`config.mk`:
```
export PLATFORM = sky130hd
export DESIGN_NAME = stc_timer
export DESIGN_NICKNAME = d
export VERILOG_FILES = /design/src/design/stc_pkg.sv /design/src/design/stc_tick_if.sv /design/src/design/stc_edge_detect.sv /design/src/design/stc_timer.sv
export SDC_FILE = /design/constraint.sdc
export NUM_CORES = 1
export LEC_CHECK = 0
export ABC_AREA = 1
export BUFFER_PORTS_ARGS = -buffer_cell sky130_fd_sc_hd__buf_2
export CAP_MARGIN = 5
export CORE_MARGIN = 1.5
export CORE_UTILIZATION = 45
export CTS_CLUSTER_SIZE = 8
export DETAILED_ROUTE_END_ITERATION = 7
export HOLD_SLACK_MARGIN = 0.15
export PLACE_DENSITY = 0.77
export SLEW_MARGIN = 0
export SYNTH_ARGS = -nofsm -noshare
export SYNTH_HDL_FRONTEND = slang
export SYNTH_HIERARCHICAL = 1
export SYNTH_SLANG_ARGS = --single-unit
```
`constraint.sdc`:
```
create_clock -name clock -period 1.5 [get_ports clock]
set_input_delay 0.225 -clock clock [delete_from_list [all_inputs] [get_ports clock]]
set_output_delay 0.225 -clock clock [all_outputs]
set_load 0.03 [all_outputs]
```
`src/design/stc_pkg.sv`:
```
package stc_pkg;
	// ****************************************
	// Register map (byte addresses)
	// ****************************************
	localparam logic [11:0] ADDR_CONTROL = 12'h000;
	localparam logic [11:0] ADDR_COUNT_LOW = 12'h004;
	localparam logic [11:0] ADDR_COUNT_HIGH = 12'h008;
	localparam logic [11:0] ADDR_STATUS = 12'h00C;
	localparam logic [11:0] ADDR_SYSTEM = 12'h010;
	// ****************************************
	// Control field positions
	// ****************************************
	localparam int BIT_WIDE = 7;
	localparam int BIT_ASSIGN_HI = 6;
	localparam int BIT_PRESCALE_HI = 5;
	localparam int BIT_PRESCALE_LO = 4;
	localparam int BIT_ASSIGN_LO = 3;
	localparam int BIT_SYNC_DISABLE = 2;
	localparam int BIT_CLOCK_SOURCE = 1;
	localparam int BIT_ON = 0;
	// System register fields
	localparam int BIT_IRQ_ENABLE = 0;
	localparam int BIT_OSC_ENABLE = 1;
	localparam int BIT_ADC_ENABLE = 2;
	// Status register fields
	localparam int BIT_OVERFLOW = 0;
	// ****************************************
	// Reset values and codes
	// ****************************************
	localparam logic [7:0] CONTROL_RESET = 8'h00;
	localparam logic [15:0] COUNT_RESET = 16'h0000;
	localparam logic [15:0] COUNT_MAX = 16'hFFFF;
	localparam logic [3:0] MODE_SPECIAL_EVENT = 4'hB;
	localparam logic [2:0] PRESCALE_RESET = 3'h0;
	localparam int SYNC_STAGES = 3;
	// Edge qualifier states
	typedef enum logic [2:0] {
		EDGE_WAIT_FALL = 3'b001,
		EDGE_ARMED = 3'b010,
		EDGE_IDLE = 3'b100
	} stc_edge_t;
endpackage : stc_pkg

```
`src/design/stc_tick_if.sv`:
```
interface stc_tick_if;
	logic tick;
	logic armed;
	modport source (output tick, output armed);
	modport sink (input tick, input armed);
endinterface : stc_tick_if

```
`src/design/stc_edge_detect.sv`:
```
module stc_edge_detect (
	// Clock and reset
	input wire logic clock,
	input wire logic rst,
	// Raw input and gate
	input wire logic rawClock,
	input wire logic active,
	// Tick out
	stc_tick_if.source tickOut
);
	logic [stc_pkg::SYNC_STAGES-1:0] syncChain;
	stc_pkg::stc_edge_t state;
	stc_pkg::stc_edge_t next_state;
	logic rise;
	logic fall;

	// Three-stage synchroniser on the pin
	always_ff @(posedge clock) begin
		if (rst) begin
			syncChain <= '0;
		end else begin
			syncChain <= {syncChain[stc_pkg::SYNC_STAGES-2:0], rawClock};
		end
	end

	// Rise counts while stage two is high and three low; a fall only arms
	assign rise = syncChain[1] & ~syncChain[2];
	assign fall = ~syncChain[1] & syncChain[2];

	// Arm only after the first falling edge is seen
	always_comb begin
		next_state = state;
		unique case (state)
			stc_pkg::EDGE_IDLE: begin
				if (active) begin
					next_state = stc_pkg::EDGE_WAIT_FALL;
				end
			end
			stc_pkg::EDGE_WAIT_FALL: begin
				if (!active) begin
					next_state = stc_pkg::EDGE_IDLE;
				end else if (fall) begin
					next_state = stc_pkg::EDGE_ARMED;
				end
			end
			stc_pkg::EDGE_ARMED: begin
				if (!active) begin
					next_state = stc_pkg::EDGE_IDLE;
				end
			end
			default: begin
				next_state = stc_pkg::EDGE_IDLE;
			end
		endcase
	end

	always_ff @(posedge clock) begin
		if (rst) begin
			state <= stc_pkg::EDGE_IDLE;
		end else begin
			state <= next_state;
		end
	end

	// One-cycle tick per qualified rising edge
	assign tickOut.tick = rise && state == stc_pkg::EDGE_ARMED;
	assign tickOut.armed = state == stc_pkg::EDGE_ARMED;
endmodule : stc_edge_detect

```
`src/design/stc_timer.sv`:
```
// The APB slave port and the placing of the registers were decided locally.
module stc_timer (
	// Clock and reset
	input wire logic clock,
	input wire logic rst,
	// APB slave
	input wire logic psel,
	input wire logic penable,
	input wire logic pwrite,
	input wire logic [11:0] paddr,
	input wire logic [31:0] pwdata,
	output logic [31:0] prdata,
	output logic pready,
	output logic pslverr,
	// Pins and oscillator
	input wire logic externalClockPin,
	input wire logic lowFreqOsc,
	output logic oscPinInLow,
	output logic oscPinInHigh,
	// Compare units
	input wire logic [3:0] compareUnitOneMode,
	input wire logic [3:0] compareUnitTwoMode,
	input wire logic compareOneMatch,
	input wire logic compareTwoMatch,
	output logic unitOneUsesThis,
	output logic unitTwoUsesThis,
	// Events out
	output logic overflowIrq,
	output logic adcStart
);
	logic [7:0] control;
	logic [15:0] count;
	logic [7:0] highBuffer;
	logic overflowFlag;
	logic irqEnable;
	logic oscEnable;
	logic adcEnable;
	logic [2:0] prescaler;
	logic [2:0] pinSync;
	logic [2:0] oscSync;
	logic wrEn;
	logic rdEn;
	logic wide;
	logic writeLow;
	logic writeHigh;
	logic readLow;
	logic extSource;
	logic rawExt;
	logic rawTickAsync;
	logic asyncPrev;
	logic inputTick;
	logic prescaleDone;
	logic countEnable;
	logic trigOne;
	logic trigTwo;
	logic trigger;
	logic [7:0] wByte;
	stc_tick_if syncTick ();

	// ****************************************
	// APB decode
	// ****************************************
	assign wrEn = psel && penable && pwrite;
	assign rdEn = psel && penable && !pwrite;
	assign pready = 1'b1;
	assign pslverr = 1'b0;
	assign wByte = pwdata[7:0];
	assign wide = control[stc_pkg::BIT_WIDE];
	assign writeLow = wrEn && paddr == stc_pkg::ADDR_COUNT_LOW;
	assign writeHigh = wrEn && paddr == stc_pkg::ADDR_COUNT_HIGH;
	assign readLow = rdEn && paddr == stc_pkg::ADDR_COUNT_LOW;

	// Control register
	always_ff @(posedge clock) begin
		if (rst) begin
			control <= stc_pkg::CONTROL_RESET;
		end else if (wrEn && paddr == stc_pkg::ADDR_CONTROL) begin
			control <= wByte;
		end
	end

	// System register: enables for interrupt, oscillator and converter
	always_ff @(posedge clock) begin
		if (rst) begin
			irqEnable <= 1'b0;
			oscEnable <= 1'b0;
			adcEnable <= 1'b0;
		end else if (wrEn && paddr == stc_pkg::ADDR_SYSTEM) begin
			irqEnable <= wByte[stc_pkg::BIT_IRQ_ENABLE];
			oscEnable <= wByte[stc_pkg::BIT_OSC_ENABLE];
			adcEnable <= wByte[stc_pkg::BIT_ADC_ENABLE];
		end
	end

	// Read data from a register; unmapped reads give zero
	always_ff @(posedge clock) begin
		if (rst) begin
			prdata <= '0;
		end else if (psel && !penable && !pwrite) begin
			unique case (paddr)
				stc_pkg::ADDR_CONTROL: prdata <= {24'h000000, control};
				stc_pkg::ADDR_COUNT_LOW: prdata <= {24'h000000, count[7:0]};
				stc_pkg::ADDR_COUNT_HIGH: prdata <= {24'h000000, wide ? highBuffer : count[15:8]};
				stc_pkg::ADDR_STATUS: prdata <= {31'h00000000, overflowFlag};
				stc_pkg::ADDR_SYSTEM: prdata <= {29'h00000000, adcEnable, oscEnable, irqEnable};
				default: prdata <= '0;
			endcase
		end
	end

	// High-byte buffer: loaded on low read or high write in wide mode
	always_ff @(posedge clock) begin
		if (rst) begin
			highBuffer <= 8'h00;
		end else if (wide && writeHigh) begin
			highBuffer <= wByte;
		end else if (wide && readLow) begin
			highBuffer <= count[15:8];
		end
	end

	// ****************************************
	// Clock source selection
	// ****************************************
	assign extSource = control[stc_pkg::BIT_CLOCK_SOURCE];

	// Pins read zero while the oscillator owns them
	assign oscPinInLow = oscEnable ? 1'b0 : externalClockPin;
	assign oscPinInHigh = 1'b0;
	assign rawExt = oscEnable ? lowFreqOsc : externalClockPin;

	stc_edge_detect edgeUnit (
		.clock(clock),
		.rst(rst),
		.rawClock(rawExt),
		.active(extSource && control[stc_pkg::BIT_ON]),
		.tickOut(syncTick.source)
	);

	// Short unsynchronised path: one stage only, edge after arming
	always_ff @(posedge clock) begin
		if (rst) begin
			asyncPrev <= 1'b0;
		end else begin
			asyncPrev <= rawExt;
		end
	end
	assign rawTickAsync = rawExt && !asyncPrev && syncTick.armed;

	// Edge to count: internal every cycle, else synced or raw edge
	always_comb begin
		if (!extSource) begin
			inputTick = 1'b1;
		end else if (control[stc_pkg::BIT_SYNC_DISABLE]) begin
			inputTick = rawTickAsync;
		end else begin
			inputTick = syncTick.tick;
		end
	end

	// ****************************************
	// Prescaler and count enable
	// ****************************************
	always_comb begin
		unique case (control[stc_pkg::BIT_PRESCALE_HI:stc_pkg::BIT_PRESCALE_LO])
			2'b00: prescaleDone = 1'b1;
			2'b01: prescaleDone = prescaler[0];
			2'b10: prescaleDone = &prescaler[1:0];
			2'b11: prescaleDone = &prescaler;
		endcase
	end

	always_ff @(posedge clock) begin
		if (rst) begin
			prescaler <= stc_pkg::PRESCALE_RESET;
		end else if (writeLow) begin
			prescaler <= stc_pkg::PRESCALE_RESET;
		end else if (control[stc_pkg::BIT_ON] && inputTick) begin
			prescaler <= prescaler + 3'h1;
		end
	end

	assign countEnable = control[stc_pkg::BIT_ON] && inputTick && prescaleDone;

	// ****************************************
	// Compare unit assignment and trigger
	// ****************************************
	assign unitOneUsesThis = control[stc_pkg::BIT_ASSIGN_HI];
	assign unitTwoUsesThis = control[stc_pkg::BIT_ASSIGN_HI] | control[stc_pkg::BIT_ASSIGN_LO];
	assign trigOne = unitOneUsesThis && compareOneMatch && compareUnitOneMode == stc_pkg::MODE_SPECIAL_EVENT;
	assign trigTwo = unitTwoUsesThis && compareTwoMatch && compareUnitTwoMode == stc_pkg::MODE_SPECIAL_EVENT;
	assign trigger = trigOne || trigTwo;

	// Conversion start pulse, registered
	always_ff @(posedge clock) begin
		if (rst) begin
			adcStart <= 1'b0;
		end else begin
			adcStart <= trigger && adcEnable;
		end
	end

	// ****************************************
	// Counter
	// ****************************************
	always_ff @(posedge clock) begin
		if (rst) begin
			count <= stc_pkg::COUNT_RESET;
		end else if (writeLow) begin
			count[7:0] <= wByte;
			if (wide) begin
				count[15:8] <= highBuffer;
			end
		end else if (writeHigh && !wide) begin
			count[15:8] <= wByte;
		end else if (trigger) begin
			count <= stc_pkg::COUNT_RESET;
		end else if (countEnable) begin
			count <= count + 16'h0001;
		end
	end

	// Overflow flag: set wins over software clear (write one to clear)
	always_ff @(posedge clock) begin
		if (rst) begin
			overflowFlag <= 1'b0;
		end else if (countEnable && !trigger && !writeLow && !(writeHigh && !wide) && count == stc_pkg::COUNT_MAX) begin
			overflowFlag <= 1'b1;
		end else if (wrEn && paddr == stc_pkg::ADDR_STATUS && wByte[stc_pkg::BIT_OVERFLOW]) begin
			overflowFlag <= 1'b0;
		end
	end

	assign overflowIrq = overflowFlag && irqEnable;
endmodule : stc_timer

```
* After elaboration in Yosys (flattened, before gate mapping)
Index checks and enable logic that the tools add are counted.
** Operators by class
- Bitwise operators :: 5
- Add/sub/neg operators :: 2
- Muxes and demuxes :: 21
- Eq/ne operators :: 17
- Reduce and logical (&&, ||, !) cells :: 50
** Operators by type and width (number)
- $mux 16 :: 3
- $mux 8 :: 5
- $pmux 8 s5 :: 1
- $logic_and 1x1->1 :: 31
- $eq 12x4->1 const B :: 2
- $add 16x1->16 const B :: 1
- $eq 16x16->1 const B :: 1
- $eq 12x3->1 const B :: 1
- $eq 12x5->1 const B :: 1
- $logic_not 12->1 :: 1
- $mux 3 :: 4
- $pmux 3 s3 :: 1
- $eq 4x4->1 const B :: 2
- $logic_not 1->1 :: 7
- $mux 1 :: 6
- $reduce_and 3->1 :: 2
- $eq 2x2->1 const B :: 2
- $ne 2x2->1 const B :: 2
- $pmux 1 s4 :: 1
- $reduce_and 2->1 :: 2
- $reduce_bool 2->1 :: 2
- $reduce_bool 4->1 :: 1
- $add 3x1->3 const B :: 1
- $eq 3x1->1 const B :: 1
- 12 further kinds :: 14
** Storage, ports and cells
- Bits in registers :: 79
- Output and inout bits :: 40

* Depth between registers and ports, before layout
- Depth after elaboration :: 12
- Depth in mapped cells :: 14

* Cells and area by module
The synthesis kept the hierarchy.
** Modules (own cells, without submodules)
- stc_timer :: cells an instance 538, times used 1, area an instance 3377.0 um^2
- stc_edge_detect :: cells an instance 38, times used 1, area an instance 264.0 um^2

* Worst setup path before layout
No wires, ideal clock.
- Path kind :: register to register
- Start point :: reg control[6]
- End point :: reg count[4]
- Setup slack :: -0.256 ns
- Period minus slack after synthesis :: 1.756 ns
- Buffers on the path :: 0
- Stages on the path, launching flop included :: 12
- Arrival time :: 1.641 ns
- Cell sequence :: dfxtp_1 -> inv_1 -> nand2_1 -> nand3_1 -> nand2_1 -> inv_1 -> nand2_4 -> inv_2 -> nand2_4 -> nand2_4 -> o21ai_1 -> nor2_1
** Between the ends
- Longest elaborated chain between the ends :: 7
- Elaborated cells between the ends (all ways) :: 11
- Those cells by class :: mux: 3; bitwise: 1; reduce/logical: 7
** Ends and longest elaborated chain
- from (decl) :: RTL line stc_timer.sv:31 : logic [7:0] control;
- from (signal assigned) :: RTL line stc_timer.sv:76 : control <= stc_pkg::CONTROL_RESET;
- from (signal assigned) :: RTL line stc_timer.sv:78 : control <= wByte;
- $or 1x1->1 (*) :: RTL line stc_timer.sv:189 : assign unitTwoUsesThis = control[stc_pkg::BIT_ASSIGN_HI] | control[stc_pkg::BIT_ASSIGN_LO];
- via unitTwoUsesThis :: RTL line stc_timer.sv:26 : output logic unitTwoUsesThis,
- $logic_and 1x1->1 (*) (2 in series) :: RTL line stc_timer.sv:191 : assign trigTwo = unitTwoUsesThis && compareTwoMatch && compareUnitTwoMode == stc_pkg::MODE_SPECIAL_EVENT;
- $logic_or 1x1->1 (*) :: RTL line stc_timer.sv:192 : assign trigger = trigOne || trigTwo;
- $mux 16 :: RTL line stc_timer.sv:216 : end else if (trigger) begin
- $mux 8 :: RTL line stc_timer.sv:214 : end else if (writeHigh && !wide) begin
- $mux 16 :: RTL line stc_timer.sv:209 : end else if (writeLow) begin
- to (signal assigned) :: RTL line stc_timer.sv:208 : count <= stc_pkg::COUNT_RESET;
- to (signal assigned) :: RTL line stc_timer.sv:210 : count[7:0] <= wByte;
- to (signal assigned) :: RTL line stc_timer.sv:217 : count <= stc_pkg::COUNT_RESET;
- to (decl) :: RTL line stc_timer.sv:32 : logic [15:0] count;
The timed path passes the listed nets; every way through them passes the cells marked *. The select of a mux whose other input is x is not followed.
A chain may end at the register's enable or synchronous reset.

* Worst setup path after layout
- Start point :: reg prescaler[0]
- End point :: reg count[8]
** Between the ends
- Longest elaborated chain between the ends :: 4
- Elaborated cells between the ends (all ways) :: 5
- Those cells by class :: mux: 1; reduce/logical: 4
** Ends and longest elaborated chain
- from (decl) :: RTL line stc_timer.sv:38 : logic [2:0] prescaler;
- from (signal assigned) :: RTL line stc_timer.sv:175 : prescaler <= stc_pkg::PRESCALE_RESET;
- from (signal assigned) :: RTL line stc_timer.sv:177 : prescaler <= stc_pkg::PRESCALE_RESET;
- from (signal assigned) :: RTL line stc_timer.sv:179 : prescaler <= prescaler + 3'h1;
- $reduce_and 3->1 or $reduce_and 2->1 (tied branches) :: RTL line stc_timer.sv:169, stc_timer.sv:168
- $pmux 1 s4 (*) :: RTL line stc_timer.sv:165 : unique case (control[stc_pkg::BIT_PRESCALE_HI:stc_pkg::BIT_PRESCALE_LO])
- $logic_and 1x1->1 (*) :: RTL line stc_timer.sv:183 : assign countEnable = control[stc_pkg::BIT_ON] && inputTick && prescaleDone;
- $reduce_bool 4->1 (no source line) (*)
- to (signal assigned) :: RTL line stc_timer.sv:208
- to (signal assigned) :: RTL line stc_timer.sv:212 : count[15:8] <= highBuffer;
- to (signal assigned) :: RTL line stc_timer.sv:215 : count[15:8] <= wByte;
Every way passes the cells marked *; elsewhere a longest branch is shown, timed or not.

==> results.rst <==
.. list-table::
   :header-rows: 1

   * - Metric
     - Value
   * - Number of detailed-route iterations in the first pass
     - 5
   * - Post-place instance area
     - 0.00449 sq mm
   * - HPWL after DPL
     - 8.40 mm
   * - Peak per-stage delay on the critical path
     - 350 ps
   * - Total number of H-tree levels
     - 2
   * - Area growth, synth to finish
     - 35.1%
   * - CP startpoint
     - prescaler[0]
   * - Final max-slew violation count
     - 0
   * - Row count
     - 32
   * - Setup repair after global routing missed its margin
     - true
   * - Post-synthesis instance area
     - 0.00364 sq mm
   * - Commonest cells after routing, fill and taps aside
     - 122 x sky130_fd_sc_hd__nand2_1, 74 x sky130_fd_sc_hd__buf_4, 64 x sky130_fd_sc_hd__inv_1, 64 x sky130_fd_sc_hd__nor2_1, 49 x sky130_fd_sc_hd__buf_2
   * - Clock tree from TritonCTS
     - yes
   * - Critical path peak fanout
     - 6
   * - Final worst setup slack
     - -92.3 ps
   * - Critical path class
     - flop to flop
   * - Nets@finish
     - 771
   * - Via density per instance
     - 5.13
   * - Worst reg2reg setup slack
     - -90 ps
   * - Floorplan die area
     - 0.00864 sq mm
   * - Number of buffers on the longest clock path
     - 2
   * - Count of buffers inserted at the top-level ports
     - 49
   * - Post-Route Skew
     - 6.39 ps
   * - Fmax achieved
     - 628 MHz
   * - Total overflow reported by the global router
     - 0
   * - Post-Syn Area per Cell
     - 6.32 sq um
   * - Post-detailed-routing wire length
     - 11.3 mm
   * - Commonest register cell after synthesis
     - sky130_fd_sc_hd__dfxtp_1
   * - Critical path, cell by cell
     - ha_4, ha_4, nand3_2, nand3_2, nand3_4, nand2_4, nor2_4, buf_6, nand2_2, nand2_2, a21oi_2
   * - CTS sink cnt
     - 55
   * - Count of max-cap constraint violations
     - 0
   * - Outcome
     - finished with violations
   * - Sequential fraction of the synthesis area
     - 0.302
   * - Critical path buffers and inverters
     - 1
   * - DRT antenna net count
     - 0
   * - Synth warn
     - 6
   * - Clock latency of the later-clocked register in the worst-skew pair
     - 320 ps
   * - Period Utilization, post-route
     - 1.06
   * - Data required time of the critical path
     - 1720 ps
   * - Effective utilization at floorplan
     - 0.469
   * - Peak supply drop
     - 0.420 mV
   * - Number of unique standard cell types used by synthesis
     - 40
   * - Area of the core
     - 0.00777 sq mm
   * - Post-synth EDFFs
     - 0
   * - Via count of the first global-routing pass
     - 3827
   * - Power density over the cells
     - 532 mW/mm^2
   * - Data arrival time of the critical path
     - 1810 ps
   * - Global-route wire length before repair
     - 17.8 mm
   * - Number of antenna cells inserted
     - 0
   * - Share of the core filled with cells in the final layout
     - 0.633
   * - Count of routing violations after the opening detailed-route iteration
     - 257
   * - Via count
     - 4158
   * - Global router's overall resource usage
     - 0.262
   * - Cell family with most CP delay
     - simple AND/OR/NAND/NOR gates
   * - Final setup viols
     - 17
   * - Static leakage
     - 2.25 nW
   * - Initial antenna violation count
     - 0
   * - Fraction of layout cells with a size suffix above 1
     - 0.335
   * - Crit-path slowest cell
     - sky130_fd_sc_hd__dfxtp_2
   * - Number of CTS-inserted buffers
     - 5
   * - Final routed DRC violation total
     - 0
   * - Routability congestion estimate
     - 0.992
   * - Critical Path Sink
     - count[8]
   * - Startpoint of the lowest-slack register-to-register path
     - prescaler[0]
   * - Min Tclk post-route
     - 1590 ps
   * - Violations in the final reports
     - setup timing
   * - Clock-pin transition on the worst setup and hold timing paths
     - 100 ps
   * - Die H
     - 93.0 microns
   * - Most common cell after layout, fill and taps aside
     - sky130_fd_sc_hd__nand2_1
   * - Synthesis-stage register bit count
     - 55
   * - Final routed wire length divided by cell count
     - 13.9 microns
   * - Final instance area
     - 0.00492 sq mm
   * - Critical Path Start Type
     - flop
   * - Proportion of synthesized flip-flops having asynchronous set or reset
     - 0
   * - Class of the tightest hold or removal check
     - input port to flop
   * - Worst reg2reg path depth
     - 11
   * - R2r endpoint
     - count[8]
   * - Pin count of the biggest net entering global routing
     - 29
   * - Count of cell instances traversed by the critical path
     - 11
   * - I/O Pins
     - 101
   * - FILL cells
     - 707
   * - Number of failing hold endpoints at the final stage
     - 0
   * - CTS root buffer
     - sky130_fd_sc_hd__clkbuf_8
   * - Kind of end point of the critical path
     - flop
   * - Horiz. Die Dim
     - 93.0 microns
   * - Number of instances in the synthesized netlist
     - 576
## routing by layer
layer / vias up / wire length [microns] / GRT usage
li1: 2063 / - / -
met1: 1905 / 4580 / 0.322
met2: 168 / 5560 / 0.466
met3: 22 / 892 / 0.0402
met4: 0 / 230 / 0.0795
met5: - / 0 / 0
## power by group
part / total, mW / leakage (nW) / switching, mW / internal [mW]
clock: 0.846 / 0.0454 / 0.509 / 0.337
sequential: 1.47 / 0.447 / 0.00263 / 1.46
combinational: 0.305 / 1.75 / 0.222 / 0.0822
## cell usage after synthesis, types with 2 or more instances
library cell,number,area share
sky130_fd_sc_hd__a21oi_1,47,0.065
sky130_fd_sc_hd__nand3b_1,2,0.0041
sky130_fd_sc_hd__nand2_1,138,0.14
sky130_fd_sc_hd__xor2_1,6,0.014
sky130_fd_sc_hd__inv_1,70,0.072
sky130_fd_sc_hd__ha_1,3,0.010
sky130_fd_sc_hd__o211ai_1,2,0.0041
sky130_fd_sc_hd__clkinv_1,2,0.0021
sky130_fd_sc_hd__nand2_2,4,0.0069
sky130_fd_sc_hd__buf_4,27,0.056
sky130_fd_sc_hd__nand2_4,4,0.012
sky130_fd_sc_hd__nand4_2,2,0.0069
sky130_fd_sc_hd__clkbuf_1,5,0.0052
sky130_fd_sc_hd__conb_1,2,0.0021
sky130_fd_sc_hd__dfxtp_1,55,0.30
sky130_fd_sc_hd__nor2_1,69,0.071
sky130_fd_sc_hd__o21ai_1,7,0.0096
sky130_fd_sc_hd__nor2_2,3,0.0052
sky130_fd_sc_hd__o21a_1,3,0.0062
sky130_fd_sc_hd__a211oi_1,2,0.0041
sky130_fd_sc_hd__nand3_1,31,0.043
sky130_fd_sc_hd__inv_2,6,0.0062
sky130_fd_sc_hd__nand4_1,10,0.017
sky130_fd_sc_hd__o22ai_1,4,0.0069
sky130_fd_sc_hd__o21ai_0,43,0.059
sky130_fd_sc_hd__nor3_1,7,0.0096
sky130_fd_sc_hd__or2_2,8,0.014
sky130_fd_sc_hd__buf_2,2,0.0027
## repair_timing
action	CTS	global route
hold buffers	0	0
gates resized for setup	36	43
endpoints found under the setup margin	18	30
buffers inserted	7	1
pin swaps	10	9
gates cloned	1	0
## kinds of logic after synthesis
family | Yosys count | synth area share
buffers and inverters | 113 | 0.147
AND/OR/NAND/NOR | 285 | 0.360
other | 2 | 0.00206
XOR/XNOR | 7 | 0.0168
adder cells (fa/ha/maj) | 3 | 0.0103
flip-flops | 55 | 0.302
AO/OA/AOI/OAI | 111 | 0.161
## final cells by class
type,count,area [sq um],area share
inverter,78,293,0.0595
timing repair buffer,133,935,0.190
clock inverter,2,17.5,0.00356
multi-input combinational,434,2360,0.480
sequential,55,1110,0.226
clock buffer,6,72.6,0.0148
tap,102,128,0.0260
## worst reg2reg max path, cell delays in order, from the launching register on
cell and delay [ps]:
sky130_fd_sc_hd__dfxtp_2 350, sky130_fd_sc_hd__ha_4 170, sky130_fd_sc_hd__ha_4 150, sky130_fd_sc_hd__nand3_2 60
sky130_fd_sc_hd__nand3_2 100, sky130_fd_sc_hd__nand3_4 100, sky130_fd_sc_hd__nand2_4 60, sky130_fd_sc_hd__nor2_4 210
sky130_fd_sc_hd__buf_6 150, sky130_fd_sc_hd__nand2_2 50, sky130_fd_sc_hd__nand2_2 70, sky130_fd_sc_hd__a21oi_2 30
## worst min-delay path by stage
stage	start	endpoint	slack (ps)	cells after the start
floorplan	rst	edgeUnit/state[0]	290	1
global placement	edgeUnit/syncChain[0]	edgeUnit/syncChain[1]	400	2
detailed placement	edgeUnit/syncChain[0]	edgeUnit/syncChain[1]	400	2
CTS	pwdata[7]	highBuffer[7]	230	3
global route	pwdata[7]	control[7]	250	3
finish	pwdata[7]	highBuffer[7]	240	3
## registers in the layout, summed over array words and instances, names as in the netlist, 3 cells and up
| signal | count |
|---|---|
| edgeUnit/state | 3 |
| count | 16 |
| edgeUnit/syncChain | 3 |
| highBuffer | 8 |
| prdata | 8 |
| control | 8 |
| prescaler | 3 |
## per-stage QoR
stage | hold WS, ps | power [mW] | setup TNS [ps] | setup WS [ps] | cells
after floorplan | 294 | 1.73 | 0 | 9.79 | 601
after global placement | 401 | 1.79 | -3760 | -203 | 793
after detailed placement | 405 | 1.80 | -4710 | -264 | 793
after CTS | 228 | 2.64 | -177 | -30.5 | 809
after global routing | 247 | 2.72 | -2570 | -170 | 810
final | 241 | 2.62 | -898 | -92.3 | 810
(Power assumes the default switching activity.)
